$ cat src/design/pfd_pkg.sv
/*
 * Package for the partition feature page decoder: page geometry, register offsets,
 * region classes and the access carrier structs.
 * Assumes one clock domain and a register bus modelled as plain ports.
 */
package pfd_pkg;

	// page geometry
	localparam int unsigned PAGE_ALIGN_BITS = 12;           // 4 KB base alignment
	localparam int unsigned BLOCK_BITS      = 16;           // 64 KB containing block
	localparam logic [15:0] MAX_OFS_FULL    = 16'h3fff;     // impl region tops out here
	localparam logic [15:0] MAX_OFS_NO_BW   = 16'h1fff;     // without bandwidth bitmap
	localparam logic [15:0] MAX_OFS_NO_BMP  = 16'h0fff;     // without either bitmap
	localparam logic [15:0] IMPL_BASE       = 16'h3000;     // implementation region start

	// register offsets
	localparam logic [15:0] OFS_MAIN_ID   = 16'h0000;
	localparam logic [15:0] OFS_SEC_ID    = 16'h0008;
	localparam logic [15:0] OFS_IMPL_ID   = 16'h0018;
	localparam logic [15:0] OFS_ARCH_VER  = 16'h0020;
	localparam logic [15:0] OFS_MON_ID    = 16'h0080;
	localparam logic [15:0] OFS_ERR_CTL   = 16'h00f0;
	localparam logic [15:0] OFS_ERR_STAT  = 16'h00f8;
	localparam logic [15:0] OFS_PART_SEL  = 16'h0100;
	localparam logic [15:0] OFS_MON_SEL   = 16'h0800;
	localparam logic [15:0] OFS_CACHE_BMP = 16'h1000;
	localparam logic [15:0] OFS_BW_BMP    = 16'h2000;

	// bitmap range extents in bytes
	localparam logic [15:0] CACHE_BMP_SPAN = 16'h1000;
	localparam logic [15:0] BW_BMP_SPAN    = 16'h1000;

	// register reset values
	localparam logic [31:0] RST_ERR_CTL  = 32'h0000_0000;
	localparam logic [31:0] RST_ERR_STAT = 32'h0000_0000;
	localparam logic [31:0] RST_PART_SEL = 32'h0000_0000;
	localparam logic [31:0] RST_MON_SEL  = 32'h0000_0000;

	// decoded target of one access
	typedef enum logic [3:0] {
		PFD_T_RSVD     = 4'h0,
		PFD_T_MAIN_ID  = 4'h1,
		PFD_T_SEC_ID   = 4'h2,
		PFD_T_IMPL_ID  = 4'h3,
		PFD_T_ARCH_VER = 4'h4,
		PFD_T_MON_ID   = 4'h5,
		PFD_T_ERR_CTL  = 4'h6,
		PFD_T_ERR_STAT = 4'h7,
		PFD_T_PART_SEL = 4'h8,
		PFD_T_MON_SEL  = 4'h9,
		PFD_T_CBMP     = 4'ha,
		PFD_T_BBMP     = 4'hb,
		PFD_T_IMPL     = 4'hc
	} pfd_target_t;

	// request from the bus side
	typedef struct packed {
		logic        valid;
		logic        write;
		logic        nonsec;   // nonsecure_attribute of the access
		logic [31:0] addr;
		logic [31:0] wdata;
	} pfd_req_t;

	// answer to the bus side
	typedef struct packed {
		logic        valid;
		logic        reserved; // access was read_zero_write_ignored
		logic [31:0] rdata;
	} pfd_rsp_t;

endpackage : pfd_pkg

$ cat src/design/pfd_decode.sv
/*
 * Feature page decoder with the Secure/Non-secure banking of the shared registers.
 * Assumes the bus presents one 32-bit access per cycle on plain ports, synchronous
 * to CLK_SYS; per-register contents beyond selection and error words live outside.
 */
`timescale 1ns/100ps
module pfd_decode #(
	parameter logic [31:0] NS_BASE     = 32'h0001_0000,  // non-secure page base
	parameter logic [31:0] S_BASE      = 32'h0002_0000,  // secure page base
	parameter bit          HAS_SECURE  = 1'b1,           // secure accesses supported
	parameter bit          HAS_CTRL    = 1'b1,           // any resource control
	parameter bit          HAS_MON     = 1'b1,           // any resource monitor
	parameter bit          HAS_ERR     = 1'b1,           // error detection
	parameter int unsigned PART_W      = 16,             // partition_identifier width
	parameter int unsigned MON_W       = 16,             // monitor index width
	parameter int unsigned CBMP_BYTES  = 16'h0080,       // implemented cache bitmap bytes
	parameter int unsigned BBMP_BYTES  = 16'h0080        // implemented bandwidth bitmap bytes
) (
	input  wire logic             CLK_SYS,               // 25 MHz system clock
	input  wire logic             NRST,                  // async reset, active low
	input  wire pfd_pkg::pfd_req_t REQ,                  // bus access
	output pfd_pkg::pfd_rsp_t      RSP,                  // registered answer
	input  wire logic             CACHE_PORTION_PRESENT, // cache_portion_present
	input  wire logic             BW_PART_PRESENT,       // bandwidth_partitioning_present
	input  wire logic             BW_BITMAP_PRESENT,     // bandwidth_bitmap_present
	input  wire logic [31:0]      MAIN_ID_NS,            // main_feature_id_reg, non-secure
	input  wire logic [31:0]      MAIN_ID_S,             // main_feature_id_reg, secure
	input  wire logic [31:0]      SEC_ID,                // secure_identification_reg
	input  wire logic [31:0]      IMPL_ID,               // implementation_identification_reg
	input  wire logic [31:0]      ARCH_VER,              // architecture_version_reg
	input  wire logic [31:0]      MON_ID,                // monitor_identification_reg (shared)
	input  wire logic             ERR_EVENT,             // hardware error seen
	input  wire logic             ERR_EVENT_NS,          // error belongs to non-secure space
	input  wire logic [31:0]      ERR_CODE,              // error status word to record
	input  wire logic [31:0]      CBMP_RDATA,            // cache bitmap read data
	input  wire logic [31:0]      BBMP_RDATA,            // bandwidth bitmap read data
	input  wire logic [31:0]      IMPL_RDATA,            // implementation region read data
	output logic                  CFG_WE,                // bitmap or impl write strobe
	output logic                  CFG_NS,                // copy that the write targets
	output logic [15:0]           CFG_OFS,               // page offset of the write
	output logic [31:0]           CFG_WDATA,             // write data
	output logic [PART_W-1:0]     PART_SEL_NS,           // non-secure partition selection
	output logic [PART_W-1:0]     PART_SEL_S,            // secure partition selection
	output logic [MON_W-1:0]      MON_SEL_NS,            // non-secure monitor selection
	output logic [MON_W-1:0]      MON_SEL_S,             // secure monitor selection
	output logic [31:0]           ERR_CTL_NS,            // non-secure error control
	output logic [31:0]           ERR_CTL_S              // secure error control
);
	import pfd_pkg::*;

	// banked state: index 0 secure, index 1 non-secure
	logic [31:0] part_sel [2];
	logic [31:0] mon_sel  [2];
	logic [31:0] err_ctl  [2];
	logic [31:0] err_stat [2];
	logic [31:0] next_part_sel [2];
	logic [31:0] next_mon_sel  [2];
	logic [31:0] next_err_ctl  [2];
	logic [31:0] next_err_stat [2];
	pfd_rsp_t    next_rsp;
	logic        next_cfg_we;
	logic        next_cfg_ns;
	logic [15:0] next_cfg_ofs;
	logic [31:0] next_cfg_wdata;

	logic        hit;
	logic        bank;
	logic [15:0] ofs;
	logic [15:0] max_ofs;
	pfd_target_t tgt;
	logic        ro_tgt;
	logic        rsvd;

	initial begin
		if (NS_BASE[PAGE_ALIGN_BITS-1:0] != '0 || S_BASE[PAGE_ALIGN_BITS-1:0] != '0)
			$error("feature page base not 4 KB aligned");
		if (NS_BASE[BLOCK_BITS-1:0] > 32'(16'hffff - MAX_OFS_FULL) ||
			S_BASE[BLOCK_BITS-1:0] > 32'(16'hffff - MAX_OFS_FULL))
			$error("feature page crosses a 64 KB block");
	end

	// security attribute picks page and bank
	always_comb begin
		bank = REQ.nonsec;
		ofs  = '0;
		hit  = 1'b0;
		// secure page only when secure accesses are supported
		if (REQ.nonsec && REQ.addr[31:BLOCK_BITS] == NS_BASE[31:BLOCK_BITS] &&
			REQ.addr[BLOCK_BITS-1:0] >= NS_BASE[BLOCK_BITS-1:0]) begin
			ofs = 16'(REQ.addr[BLOCK_BITS-1:0] - NS_BASE[BLOCK_BITS-1:0]);
			hit = 1'b1;
		end else if (!REQ.nonsec && HAS_SECURE && REQ.addr[31:BLOCK_BITS] == S_BASE[31:BLOCK_BITS] &&
			REQ.addr[BLOCK_BITS-1:0] >= S_BASE[BLOCK_BITS-1:0]) begin
			ofs = 16'(REQ.addr[BLOCK_BITS-1:0] - S_BASE[BLOCK_BITS-1:0]);
			hit = 1'b1;
		end
	end

	always_comb begin
		if (!(BW_PART_PRESENT && BW_BITMAP_PRESENT) && !CACHE_PORTION_PRESENT)
			max_ofs = MAX_OFS_NO_BMP;
		else if (!(BW_PART_PRESENT && BW_BITMAP_PRESENT))
			max_ofs = MAX_OFS_NO_BW;
		else
			max_ofs = MAX_OFS_FULL;
	end

	// one word per access
	// a 32-bit access is one access; 64-bit registers expose only their low word
	always_comb begin
		tgt    = PFD_T_RSVD;
		ro_tgt = 1'b0;
		if (hit && ofs[1:0] == 2'b00) begin
			// implementation region from its base to the page end
			// offsets past the page end would otherwise alias into it
			if (ofs >= IMPL_BASE && ofs <= MAX_OFS_FULL) begin
				tgt = PFD_T_IMPL;
			// bitmap ranges limited to implemented width
			end else if (ofs >= OFS_BW_BMP && ofs < 16'(OFS_BW_BMP + BW_BMP_SPAN)) begin
				if (BW_PART_PRESENT && BW_BITMAP_PRESENT && ofs - OFS_BW_BMP < 16'(BBMP_BYTES))
					tgt = PFD_T_BBMP;
			end else if (ofs >= OFS_CACHE_BMP && ofs < 16'(OFS_CACHE_BMP + CACHE_BMP_SPAN)) begin
				if (CACHE_PORTION_PRESENT && ofs - OFS_CACHE_BMP < 16'(CBMP_BYTES))
					tgt = PFD_T_CBMP;
			end else begin
				// anything not listed falls to reserved
				case (ofs)
					OFS_MAIN_ID: begin
						tgt    = PFD_T_MAIN_ID;
						ro_tgt = 1'b1;
					end
					// secure id only from secure space
					OFS_SEC_ID: begin
						tgt    = bank ? PFD_T_RSVD : PFD_T_SEC_ID;
						ro_tgt = 1'b1;
					end
					OFS_IMPL_ID: begin
						tgt    = PFD_T_IMPL_ID;
						ro_tgt = 1'b1;
					end
					OFS_ARCH_VER: begin
						tgt    = PFD_T_ARCH_VER;
						ro_tgt = 1'b1;
					end
					// monitor id and selection with monitors
					OFS_MON_ID: begin
						tgt    = HAS_MON ? PFD_T_MON_ID : PFD_T_RSVD;
						ro_tgt = 1'b1;
					end
					OFS_MON_SEL:  tgt = HAS_MON ? PFD_T_MON_SEL : PFD_T_RSVD;
					OFS_ERR_CTL:  tgt = HAS_ERR ? PFD_T_ERR_CTL : PFD_T_RSVD;
					OFS_ERR_STAT: tgt = HAS_ERR ? PFD_T_ERR_STAT : PFD_T_RSVD;
					OFS_PART_SEL: tgt = HAS_CTRL ? PFD_T_PART_SEL : PFD_T_RSVD;
					default:      tgt = PFD_T_RSVD;
				endcase
			end
			// beyond the truncated end only the implementation region is decoded
			if (ofs > max_ofs && tgt != PFD_T_IMPL)
				tgt = PFD_T_RSVD;
		end
	end

	// write to a read-only location is reserved
	assign rsvd = (tgt == PFD_T_RSVD) || (REQ.write && ro_tgt);

	// register next values; hardware error set wins over software write
	always_comb begin
		next_part_sel = part_sel;
		next_mon_sel  = mon_sel;
		next_err_ctl  = err_ctl;
		next_err_stat = err_stat;
		next_rsp      = '0;
		next_cfg_we    = 1'b0;
		next_cfg_ns    = bank;
		next_cfg_ofs   = ofs;
		next_cfg_wdata = REQ.wdata;
		if (REQ.valid) begin
			next_rsp.valid    = 1'b1;
			next_rsp.reserved = rsvd;
			if (!rsvd && REQ.write) begin
				case (tgt)
					PFD_T_PART_SEL: next_part_sel[bank] = 32'(REQ.wdata[PART_W-1:0]);
					PFD_T_MON_SEL:  next_mon_sel[bank]  = 32'(REQ.wdata[MON_W-1:0]);
					PFD_T_ERR_CTL:  next_err_ctl[bank]  = REQ.wdata;
					PFD_T_ERR_STAT: next_err_stat[bank] = REQ.wdata;
					PFD_T_CBMP, PFD_T_BBMP, PFD_T_IMPL: next_cfg_we = 1'b1;
					default:        next_cfg_we = 1'b0;
				endcase
			end else if (!rsvd) begin
				case (tgt)
					// main id banked, monitor id shared
					PFD_T_MAIN_ID:  next_rsp.rdata = bank ? MAIN_ID_NS : MAIN_ID_S;
					PFD_T_SEC_ID:   next_rsp.rdata = SEC_ID;
					PFD_T_IMPL_ID:  next_rsp.rdata = IMPL_ID;
					PFD_T_ARCH_VER: next_rsp.rdata = ARCH_VER;
					PFD_T_MON_ID:   next_rsp.rdata = MON_ID;
					PFD_T_PART_SEL: next_rsp.rdata = part_sel[bank];
					PFD_T_MON_SEL:  next_rsp.rdata = mon_sel[bank];
					PFD_T_ERR_CTL:  next_rsp.rdata = err_ctl[bank];
					PFD_T_ERR_STAT: next_rsp.rdata = err_stat[bank];
					PFD_T_CBMP:     next_rsp.rdata = CBMP_RDATA;
					PFD_T_BBMP:     next_rsp.rdata = BBMP_RDATA;
					PFD_T_IMPL:     next_rsp.rdata = IMPL_RDATA;
					default:        next_rsp.rdata = '0;
				endcase
			end
		end
		// errors recorded in their own space's copy
		if (HAS_ERR && ERR_EVENT && (ERR_EVENT_NS || HAS_SECURE))
			next_err_stat[ERR_EVENT_NS] = ERR_CODE;
	end

	// registers
	always_ff @(posedge CLK_SYS or negedge NRST) begin
		if (!NRST) begin
			part_sel  <= '{RST_PART_SEL, RST_PART_SEL};
			mon_sel   <= '{RST_MON_SEL, RST_MON_SEL};
			err_ctl   <= '{RST_ERR_CTL, RST_ERR_CTL};
			err_stat  <= '{RST_ERR_STAT, RST_ERR_STAT};
			RSP       <= '0;
			CFG_WE    <= 1'b0;
			CFG_NS    <= 1'b0;
			CFG_OFS   <= '0;
			CFG_WDATA <= '0;
		end else begin
			part_sel  <= next_part_sel;
			mon_sel   <= next_mon_sel;
			err_ctl   <= next_err_ctl;
			err_stat  <= next_err_stat;
			RSP       <= next_rsp;
			CFG_WE    <= next_cfg_we;
			CFG_NS    <= next_cfg_ns;
			CFG_OFS   <= next_cfg_ofs;
			CFG_WDATA <= next_cfg_wdata;
		end
	end

	assign PART_SEL_S  = part_sel[0][PART_W-1:0];
	assign PART_SEL_NS = part_sel[1][PART_W-1:0];
	assign MON_SEL_S   = mon_sel[0][MON_W-1:0];
	assign MON_SEL_NS  = mon_sel[1][MON_W-1:0];
	assign ERR_CTL_S   = err_ctl[0];
	assign ERR_CTL_NS  = err_ctl[1];

	// checks
	a_rsvd_reads_zero: assert property (@(posedge CLK_SYS) disable iff (!NRST)
		REQ.valid && rsvd |=> RSP.valid && RSP.reserved && RSP.rdata == 32'h0)
		else $error("reserved access returned data");
	a_sec_id_hidden: assert property (@(posedge CLK_SYS) disable iff (!NRST)
		REQ.valid && REQ.nonsec && hit && ofs == OFS_SEC_ID |=> RSP.reserved)
		else $error("secure id visible to non-secure");
	a_rsvd_no_write: assert property (@(posedge CLK_SYS) disable iff (!NRST)
		REQ.valid && REQ.write && rsvd |=> !CFG_WE)
		else $error("reserved write had an effect");
	a_ro_write_rsvd: assert property (@(posedge CLK_SYS) disable iff (!NRST)
		REQ.valid && REQ.write && hit && ofs == OFS_MAIN_ID |=> RSP.reserved)
		else $error("write to read-only accepted");
	a_bank_isolated: assert property (@(posedge CLK_SYS) disable iff (!NRST)
		REQ.valid && REQ.write && REQ.nonsec |=> $stable(part_sel[0]) && $stable(mon_sel[0]))
		else $error("non-secure write reached secure copy");
	a_trunc_end: assert property (@(posedge CLK_SYS) disable iff (!NRST)
		REQ.valid && hit && !CACHE_PORTION_PRESENT && !BW_PART_PRESENT && ofs > MAX_OFS_NO_BMP &&
		ofs < IMPL_BASE |=> RSP.reserved)
		else $error("access past truncated page end decoded");
	a_impl_region: assert property (@(posedge CLK_SYS) disable iff (!NRST)
		tgt == PFD_T_IMPL |-> ofs >= IMPL_BASE && ofs <= MAX_OFS_FULL)
		else $error("implementation region outside its range");
	a_past_page_end: assert property (@(posedge CLK_SYS) disable iff (!NRST)
		REQ.valid && hit && ofs > MAX_OFS_FULL |=> RSP.reserved && !CFG_WE)
		else $error("access past the page end decoded");
	a_err_set_wins: assert property (@(posedge CLK_SYS) disable iff (!NRST)
		HAS_ERR && ERR_EVENT && ERR_EVENT_NS |=> err_stat[1] == $past(ERR_CODE))
		else $error("hardware error lost to a software write");
	a_same_arch: assert property (@(posedge CLK_SYS) disable iff (!NRST)
		REQ.valid && !REQ.write && hit && ofs == OFS_ARCH_VER |=> RSP.rdata == $past(ARCH_VER))
		else $error("architecture version differs by page");
	c_sec_read: cover property (@(posedge CLK_SYS) REQ.valid && !REQ.nonsec && tgt == PFD_T_SEC_ID);
	c_sel_write: cover property (@(posedge CLK_SYS) REQ.valid && REQ.write && tgt == PFD_T_PART_SEL);
	c_bmp_write: cover property (@(posedge CLK_SYS) REQ.valid && REQ.write && tgt == PFD_T_CBMP);
	c_rsvd_hit: cover property (@(posedge CLK_SYS) REQ.valid && rsvd);

endmodule : pfd_decode

$ cat config.mk
export PLATFORM = sky130hd
export DESIGN_NAME = pfd_decode
export DESIGN_NICKNAME = d
export VERILOG_FILES = /design/src/design/pfd_pkg.sv /design/src/design/pfd_decode.sv
export SDC_FILE = /design/constraint.sdc
export NUM_CORES = 1
export LEC_CHECK = 0
export BUFFER_PORTS_ARGS = -buffer_cell sky130_fd_sc_hd__buf_2
export CAP_MARGIN = 20
export CORE_AREA = 4 4 232 234
export CTS_CLUSTER_SIZE = 30
export DETAILED_ROUTE_END_ITERATION = 16
export DIE_AREA = 0 0 236 238
export GPL_ROUTABILITY_DRIVEN = 1
export PLACE_DENSITY_LB_ADDON = 0.3
export SYNTH_ARGS = -nofsm -noshare
export SYNTH_HDL_FRONTEND = slang
export SYNTH_SLANG_ARGS = --single-unit
$ cat constraint.sdc
create_clock -name CLK_SYS -period 1.9 [get_ports CLK_SYS]
set_input_delay 0.57 -clock CLK_SYS [delete_from_list [all_inputs] [get_ports CLK_SYS]]
set_output_delay 0.57 -clock CLK_SYS [all_outputs]
set_load 0.02 [all_outputs]
# Yosys cells after proc, flatten, opt, wreduce, memory -nomap -nowiden

Index checks and enable logic that the tools add are counted.

Equality and inequality tests: 23
$lt $le $gt $ge: 14
Reduce and logical (&&, ||, !) cells: 30
Bitwise operators: 2
$add $sub $neg: 2
Muxes and demuxes: 54

Operator list:

| kind                                                  | number |
|---|---|
| two-way mux 32 bit                                    | 17 |
| one-hot mux 32 bit (12 select lines)                  | 1 |
| bitwise mux 64 bit                                    | 5 |
| two-way mux 64 bit                                    | 4 |
| demux 32 bit (select 1 bit)                           | 2 |
| equality test 16 x 8 -> 1 bit, second input constant  | 3 |
| one-hot mux 4 bit (9 select lines)                    | 1 |
| two-way mux 34 bit                                    | 1 |
| >= comparator 16 x 14 -> 1 bit, second input constant | 2 |
| < comparator 16 x 14 -> 1 bit, second input constant  | 2 |
| < comparator 16 x 8 -> 1 bit, second input constant   | 2 |
| two-way mux 16 bit                                    | 2 |
| two-way mux 4 bit                                     | 8 |
| two-way mux 14 bit                                    | 2 |
| equality test 4 bit, second input constant            | 5 |
| logical AND 1 bit                                     | 17 |
| equality test 16 x 1 -> 1 bit, second input constant  | 1 |
| equality test 16 x 12 -> 1 bit, second input constant | 1 |
| equality test 16 x 2 -> 1 bit, second input constant  | 1 |
| equality test 16 x 4 -> 1 bit, second input constant  | 1 |
| equality test 16 x 5 -> 1 bit, second input constant  | 1 |
| equality test 16 x 6 -> 1 bit, second input constant  | 1 |
| equality test 16 x 9 -> 1 bit, second input constant  | 1 |
| equality test 4 x 3 -> 1 bit, second input constant   | 4 |
| other kinds (22)                                      | 40 |

Bits in registers: 340
Output and inout bits: 212
Bits of input ports: 394

# Depth between registers and ports, before layout

Gate-level depths: netlist (run 1).

Depth after elaboration: 25
Mapped depth: 17

# Least setup slack after synthesis (run 1)

No wires, ideal clock.

Path kind: in2reg
Start point: input port REQ[57] in the netlist's numbering
End point: register mon_sel, in the netlist MON_SEL_S[10]
Stages: 15
Arrival: 4150 ps
Setup time: 128 ps
Path slack: -2378 ps
Data required time: 1772 ps
Cells stage by stage: or4_1 -> or2_2 -> nor3_4 -> nand2_1 -> inv_1 -> ha_1 -> nand4_1 -> nor4_1 -> o2111ai_4 -> nor2_4 -> o21ai_2 -> nand2b_4 -> nor2_4 -> buf_4 -> mux2_1

Longest elaborated chain between the ends: 22

Ends and longest elaborated chain:

| element                           | line              | source |
|---|---|---|
| start, declared                   | pfd_decode.sv:21  | `input wire pfd_pkg::pfd_req_t REQ,` |
| equality test 16 x 2 -> 1 bit     | pfd_decode.sv:92  | `end else if (!REQ.nonsec && HAS_SECURE && REQ.addr[31:BLOCK_BITS] == S_BASE[31:BLOCK_BITS] &&` |
| logical AND 1 bit (2 in a row)    | pfd_decode.sv:92  |  |
| two-way mux 16 bit                | pfd_decode.sv:92  |  |
| two-way mux 16 bit (*)            | pfd_decode.sv:88  | `if (REQ.nonsec && REQ.addr[31:BLOCK_BITS] == NS_BASE[31:BLOCK_BITS] &&` |
| named net next_cfg_ofs[13]        | pfd_decode.sv:63  | `logic [15:0] next_cfg_ofs;` |
| subtractor 16 x 13 -> 16 bit      | pfd_decode.sv:123 | `if (CACHE_PORTION_PRESENT && ofs - OFS_CACHE_BMP < 16'(CBMP_BYTES))` |
| < comparator 16 x 8 -> 1 bit      | pfd_decode.sv:123 |  |
| logical AND 1 bit                 | pfd_decode.sv:123 |  |
| [6 not listed]                    | --                |  |
| logical AND 1 bit                 | pfd_decode.sv:158 | `if (ofs > max_ofs && tgt != PFD_T_IMPL)` |
| two-way mux 4 bit                 | pfd_decode.sv:158 |  |
| two-way mux 4 bit                 | pfd_decode.sv:113 | `if (hit && ofs[1:0] == 2'b00) begin` |
| logical NOT 4 bit                 | pfd_decode.sv:164 | `assign rsvd = (tgt == PFD_T_RSVD) \|\| (REQ.write && ro_tgt);` |
| logical OR 1 bit                  | pfd_decode.sv:164 |  |
| logical NOT 1 bit                 | --                |  |
| logical AND 1 bit                 | pfd_decode.sv:180 | `if (!rsvd && REQ.write) begin` |
| AND reduction 3 bit (no line) (*) | --                |  |
| end signal, assigned              | pfd_decode.sv:217 | `mon_sel <= '{RST_MON_SEL, RST_MON_SEL};` |
| end signal, assigned              | pfd_decode.sv:227 | `mon_sel <= next_mon_sel;` |
| end, declared                     | pfd_decode.sv:53  | `logic [31:0] mon_sel [2];` |

The timed path passes the listed nets; every way through them passes the cells marked *. The select of a mux whose other input is x is not followed.
A chain may end at the register's enable or synchronous reset.

==> results of run 1 <==
## path summary, 6_finish.rpt
check                              start             end  slack, ps  cells after the start
min                              REQ[18]   CFG_WDATA[18]        180                      1
min reg2reg                ERR_CTL_S[17]   ERR_CTL_S[17]        530                      1
max in group asynchronous           NRST  PART_SEL_NS[8]        710                      3
min in group asynchronous           NRST         RSP[12]        570                      2
max reg2reg                ERR_CTL_NS[1]          RSP[1]        210                      3
max                              REQ[55]          RSP[1]      -1720                     14
## sequential cells by signal, summed over array words and instances, names as in the netlist
signal,cells
CFG_WE,1
PART_SEL_NS,16
PART_SEL_S,16
MON_SEL_S,16
CFG_WDATA,32
CFG_OFS,16
ERR_CTL_S,32
ERR_CTL_NS,32
MON_SEL_NS,16
CFG_NS,1
err_stat,64
RSP,34
## area by class of cell
| cell class | count | area share |
|---|---|---|
| Antenna cell | 5 | 0.000550 |
| Clock buffer | 48 | 0.0448 |
| Clock inverter | 15 | 0.00556 |
| Inverter | 3 | 0.000606 |
| Multi-Input combinational cell | 943 | 0.360 |
| Sequential cell | 276 | 0.304 |
| Tap cell | 688 | 0.0379 |
| Timing Repair Buffer | 838 | 0.247 |
## power by group
| part | switching, uW | internal (uW) |
|---|---|---|
| Sequential | 100 | 6090 |
| Clock | 2800 | 3920 |
| Combinational | 1010 | 799 |
## synthesized netlist by cell type, types with 10 or more instances
library cell and n:
mux2_4 10, o21ai_0 10, a41oi_2 19, mux2i_1 104
clkbuf_1 44, mux4_2 26, nor3_1 12, nand2_1 239
a31oi_1 14, a221oi_1 22, buf_1 10, mux2_1 20
nand3_1 13, a22oi_1 14, dfrtp_1 276, o21ai_1 61
and3_1 17, buf_4 12, mux2_2 140, nor2_1 19
buf_2 25, a21oi_1 68
## per-stage QoR
step,power [uW],setup slack [ps],hold slack (ps),area [sq um]
after global placement,8000,-2440,488,20200
after CTS,14900,-1690,156,22400
after floorplan,6900,-2130,274,14900
after detailed placement,8030,-2490,500,20200
final,14700,-1720,183,22700
after global routing,15300,-1800,171,22700
## what timing repair did
item                                    CTS  global route
hold buffers                              1             0
endpoints found under the hold margin    34             0
pin swaps                                48            32
endpoints found under the setup margin  226           226
buffers inserted                         21            16
resized for setup                       130            50
gates cloned                             11             1
## cells by family (layout without fill, tap and decap cells)
| family | Yosys count | count (layout) | share of synthesized area |
|---|---|---|---|
| fa+ha+maj | 4 | 4 | 0.00339 |
| buf+inv | 98 | 904 | 0.0321 |
| flops | 276 | 276 | 0.468 |
| mux | 300 | 300 | 0.242 |
| other cells | 0 | 5 | 0 |
| xor+xnor | 4 | 4 | 0.00237 |
| simple gates | 363 | 364 | 0.116 |
| compound gates | 271 | 271 | 0.136 |
## layer usage
layer  track usage  wire, um
met2         0.407     35500
met3        0.0611      5790
met1         0.354     32900
met5             0        46
met4        0.0646      1680
==> impl_metrics.csv, run 1 <==
group,metric,value,unit
job,cap_violations,0,
finish,drive_above_1_share,0.577,
synth,synthCells,1316,
critical_path,critPathLaunchType,"input pin",
sta,min_period_over_period,1.90,
power,leakage,0.0110,uW
synth,ys_warn_count,0,
synth,avgSynthCellArea,11.2,sq um
finish,multi_input_area,8190,sq um
critical_path,worstPathCellList,"buf_6 > or4_4 > or2_4 > nor3_4 > nand2_1 > ha_1 > nor2b_1 > nand4_1 > a31o_4 > or4_1 > and3_4 > mux4_2 > a222oi_1 > a41oi_2",
global_routing,grt_usage,0.256,
critical_path,cp-end-kind,"flip-flop",
sta,fin_setup_tns,-350190,ps
global_routing,grt_max_degree,108,
sta,slew_headroom,0.140,
placement,port_buffers,605,
sta,tightest_slew,1290,ps
synth,synth_area_leaders,"dfrtp_1 (47%), mux2_2 (11%), mux2i_1 (7.0%)",
clocking,clk_pin_slew,60,ps
critical_path,path_buf_inv,1,
synth,synth-seq-area-share,0.468,
floorplanning,die-area,56200,sq um
sta,fin_ws,-1720,ps
finish,syn2layout_area_growth,53.9,%
synth,yosysTopAreaCell,"dfrtp_1",
detailed_routing,wl,76000,um
worst_hold_path,hold_class,"input pin to flip-flop",
finish,mostFrequentLayoutCell,"buf_2",
sta,max_freq,276,MHz
critical_path,worstPathRequired,2310,ps
finish,fill_cells,5009,
detailed_routing,antenna_left,0,
detailed_routing,drt_pass1_iterations,5,
synth,ys_types,80,
sta,hold_viol,0,
critical_path,cpPeakStageDelay,540,ps
clocking,h-tree-depth,2,
placement,dp_hpwl,56700,um
placement,place.gp.congestion,0.964,
clocking,cts.sinks,276,
floorplanning,std_cell_rows,84,
status,violations,"setup timing",
clocking,clock_latency,550,ps
floorplanning,core,52000,sq um
placement,dp.cells,2707,
finish,final_cell_mix,"buf_2 (601), dfrtp_1 (276), nand2_1 (235)",
clocking,cts_tree,"done",
synth,async_reset_ff_frac,1.00,
detailed_routing,route.detailed.drc,0,
sta,setup_viol,226,
sta,period_needed,3620,ps
floorplanning,die_height,238,um
floorplanning,ios,606,
global_routing,grt_overflow,0,
synth,synth_seq_cells,276,
synth,dominantRegCellSynth,"dfrtp_1",
synth,synth_top_cell_area_share,0.468,
critical_path,cpLargestDelayFamily,"simple AND/OR/NAND/NOR gates",
power,p_per_area,647,nW/um^2
status,status,"complete, but fails checks",
clocking,cts.path.max_buffers,3,
critical_path,cpMaxStageDelayCell,"or4_4",
finish,stdcell_count,2816,
detailed_routing,num_vias,14600,
synth,synth-edff-count,0,
global_routing,antenna_found_initial,12,
critical_path,critPathMaxFanout,5,
sta,slew_viol_final,0,
critical_path,crit_type,"input pin to flip-flop",
finish,final_nets,2496,
synth,synthesis.area,14800,sq um
clocking,cts-root-buf,"clkbuf_16",
finish,ff_latch_area,6910,sq um
global_routing,grt_pass1_vias,14900,
floorplanning,die_w,236,um
sta,fin_worst_skew,22.2,ps
detailed_routing,wire_per_inst,27.0,um
global_routing,grt_pass1_wl,106000,um
synth,synth_nets,1714,
detailed_routing,first_iter_violations,1033,
finish,final_core_util,0.437,
detailed_routing,via_per_inst,5.17,
clocking,numCtsBuffers,36,
critical_path,crit_arrival,4030,ps
sta,rsz0062_at_grt,"true",
power,vdd_drop_max,576,uV
floorplanning,start_util,0.284,
No activity file was read; power rests on OpenSTA's default activity.
==> inputs of run 2 (changes only) <==
- BUFFER_PORTS_ARGS: -buffer_cell sky130_fd_sc_hd__buf_2 -> unset
- CORE_AREA: 4 4 232 234 -> 4 4 231 233
- DIE_AREA: 0 0 236 238 -> 0 0 235 237
- DONT_BUFFER_PORTS: unset -> 1
==> run 2 against run 1 <==
  * Utilization decreased by 5.6 points
  * Total power decreased by 5.9%
  * Clock power increased by 0.7%
  * The run ends with hold timing, setup timing left
  * Global-route usage decreased by 1.8 points
  * Critical path type unchanged
==> impl_metrics.csv, run 2 (same netlist as run 1, synthesis figures left out) <==
group,metric,value,unit
worst_hold_path,hold_class,"input pin to asynchronous set/reset pin",
placement,place.gp.congestion,0.939,
detailed_routing,first_iter_violations,1021,
sta,rsz0062_at_grt,"true",
sta,setup_viol,226,
critical_path,crit_type,"input pin to flip-flop",
global_routing,grt_usage,0.238,
clocking,clk_pin_slew,60,ps
sta,slew_viol_final,0,
finish,ff_latch_area,6910,sq um
global_routing,grt_pass1_vias,12500,
floorplanning,std_cell_rows,83,
finish,largest_register,"err_stat",
status,status,"complete, but fails checks",
critical_path,cp_common_cell,"or4_4",
finish,stdcell_count,2191,
sta,hold_viol,246,
floorplanning,die-area,55700,sq um
critical_path,cpMaxStageDelayCell,"or4_4",
placement,port_buffers,0,
floorplanning,die_height,237,um
finish,largest_reg_flops,64,
job,cap_violations,0,
placement,dp_hpwl,52200,um
critical_path,worstPathRequired,2290,ps
detailed_routing,num_vias,12300,
finish,syn2layout_area_growth,31.9,%
sta,fin_worst_skew,15.1,ps
global_routing,grt_pass1_wl,96900,um
floorplanning,start_util,0.288,
detailed_routing,drt_pass1_iterations,7,
critical_path,cp-end-kind,"flip-flop",
detailed_routing,wire_per_inst,32.3,um
finish,fill_cells,5011,
detailed_routing,route.detailed.drc,0,
floorplanning,die_w,235,um
global_routing,antenna_found_initial,11,
finish,final_cell_mix,"dfrtp_1 (276), nand2_1 (234), buf_4 (144)",
floorplanning,core,51200,sq um
critical_path,crit_arrival,4000,ps
power,leakage,0.00830,uW
critical_path,worstPathCellList,"or4_4 > or2_4 > nor3_4 > nand2_2 > ha_4 > nor2b_4 > nand4_1 > a31o_4 > or4_4 > and3_4 > mux4_2 > a222oi_1 > a41oi_1",
clocking,cts.sinks,276,
sta,tightest_slew,1260,ps
sta,fin_ws,-1700,ps
clocking,cts_tree,"done",
power,vdd_drop_max,670,uV
clocking,clock_latency,550,ps
global_routing,grt_overflow,0,
critical_path,cpPeakStageDelay,520,ps
detailed_routing,wl,70800,um
clocking,cts-root-buf,"clkbuf_16",
status,violations,"hold timing, setup timing",
finish,drive_above_1_share,0.393,
sta,hold_ws,-287,ps
finish,multi_input_area,8050,sq um
clocking,cts.path.max_buffers,3,
global_routing,grt_max_degree,277,
power,total_power,13900,uW
finish,reg_top3,"err_stat: 64 flops, RSP: 34 flops",
sta,max_freq,277,MHz
detailed_routing,antenna_left,0,
sta,slew_headroom,0.162,
critical_path,reg2regPathDepth,3,
finish,final_core_util,0.380,
placement,dpl-instance-area,17000,sq um
floorplanning,ios,606,
clocking,numCtsBuffers,35,
finish,final_nets,1881,
finish,mostFrequentLayoutCell,"dfrtp_1",
power,p_per_area,711,nW/um^2
critical_path,critPathMaxFanout,5,
sta,period_needed,3600,ps
clocking,h-tree-depth,2,
sta,min_period_over_period,1.90,
critical_path,critPathLaunchType,"input pin",
finish,fin_area,19500,sq um
placement,dp.cells,2082,
detailed_routing,via_per_inst,5.59,
[run 2: cell count changes in the layout (fill, tap and decap cells not counted), sizes merged]
| cell | delta |
|---|---|
| buf | -616 |
| clkinv | +3 |
| clkinvlp | -3 |
| inv | -3 |
| bufinv | +2 |
| clkbuf | +1 |
| dlygate4sd3 | -1 |
[run 2: through the flow]
| step | setup slack (ps) | TNS [ps] |
|---|---|---|
| floorplan | -2130 | -442780 |
| global placement | -2540 | -489910 |
| detailed placement | -2590 | -491360 |
| CTS | -1580 | -330540 |
| global route | -1780 | -380490 |
| finish | -1700 | -356620 |
[run 2: power breakdown]
group	switching, uW	internal (uW)
registers	166	6090
logic	420	409
clock network	2770	4000
[run 2: layout make-up]
cell class,instances,area share
Multi-Input combinational cell,943,0.413
Sequential cell,276,0.355
Timing Repair Buffer,224,0.128
Clock buffer,46,0.0491
Tap cell,680,0.0437
Clock inverter,14,0.0103
Inverter,3,0.000707
Antenna cell,5,0.000642
[run 2: routing by layer]
metal / routed length, um / global-route usage
met5: 52 / 0
met4: 1870 / 0.0659
met3: 7130 / 0.0955
met2: 32500 / 0.373
met1: 29200 / 0.307
[run 2: worst max-delay path: cells and delay by family]
family	cells	cell delay [ps]
AND/OR/NAND/NOR	8	2020
AO/OA/AOI/OAI	3	760
multiplexers	1	360
adder cells (fa/ha/maj)	1	280
[run 2: final timing paths]
kind	start	end	slack, ps
setup reg to reg	MON_SEL_NS[0]	RSP[0]	120
min in group CLK_SYS	REQ[31]	CFG_WDATA[31]	40
hold reg to reg	err_stat[14]	err_stat[14]	550
max in group asynchronous	NRST	ERR_CTL_NS[20]	1160
hold / removal	NRST	CFG_OFS[13]	-290
setup / recovery	REQ[62]	RSP[1]	-1700
[run 2: timing repair]
action	4_1_cts	5_1_grt
endpoints found under the setup margin	226	226
resized for setup	109	58
hold endpoints to repair	276	276
gates cloned	9	4
buffers inserted	24	17
pin swaps	23	19
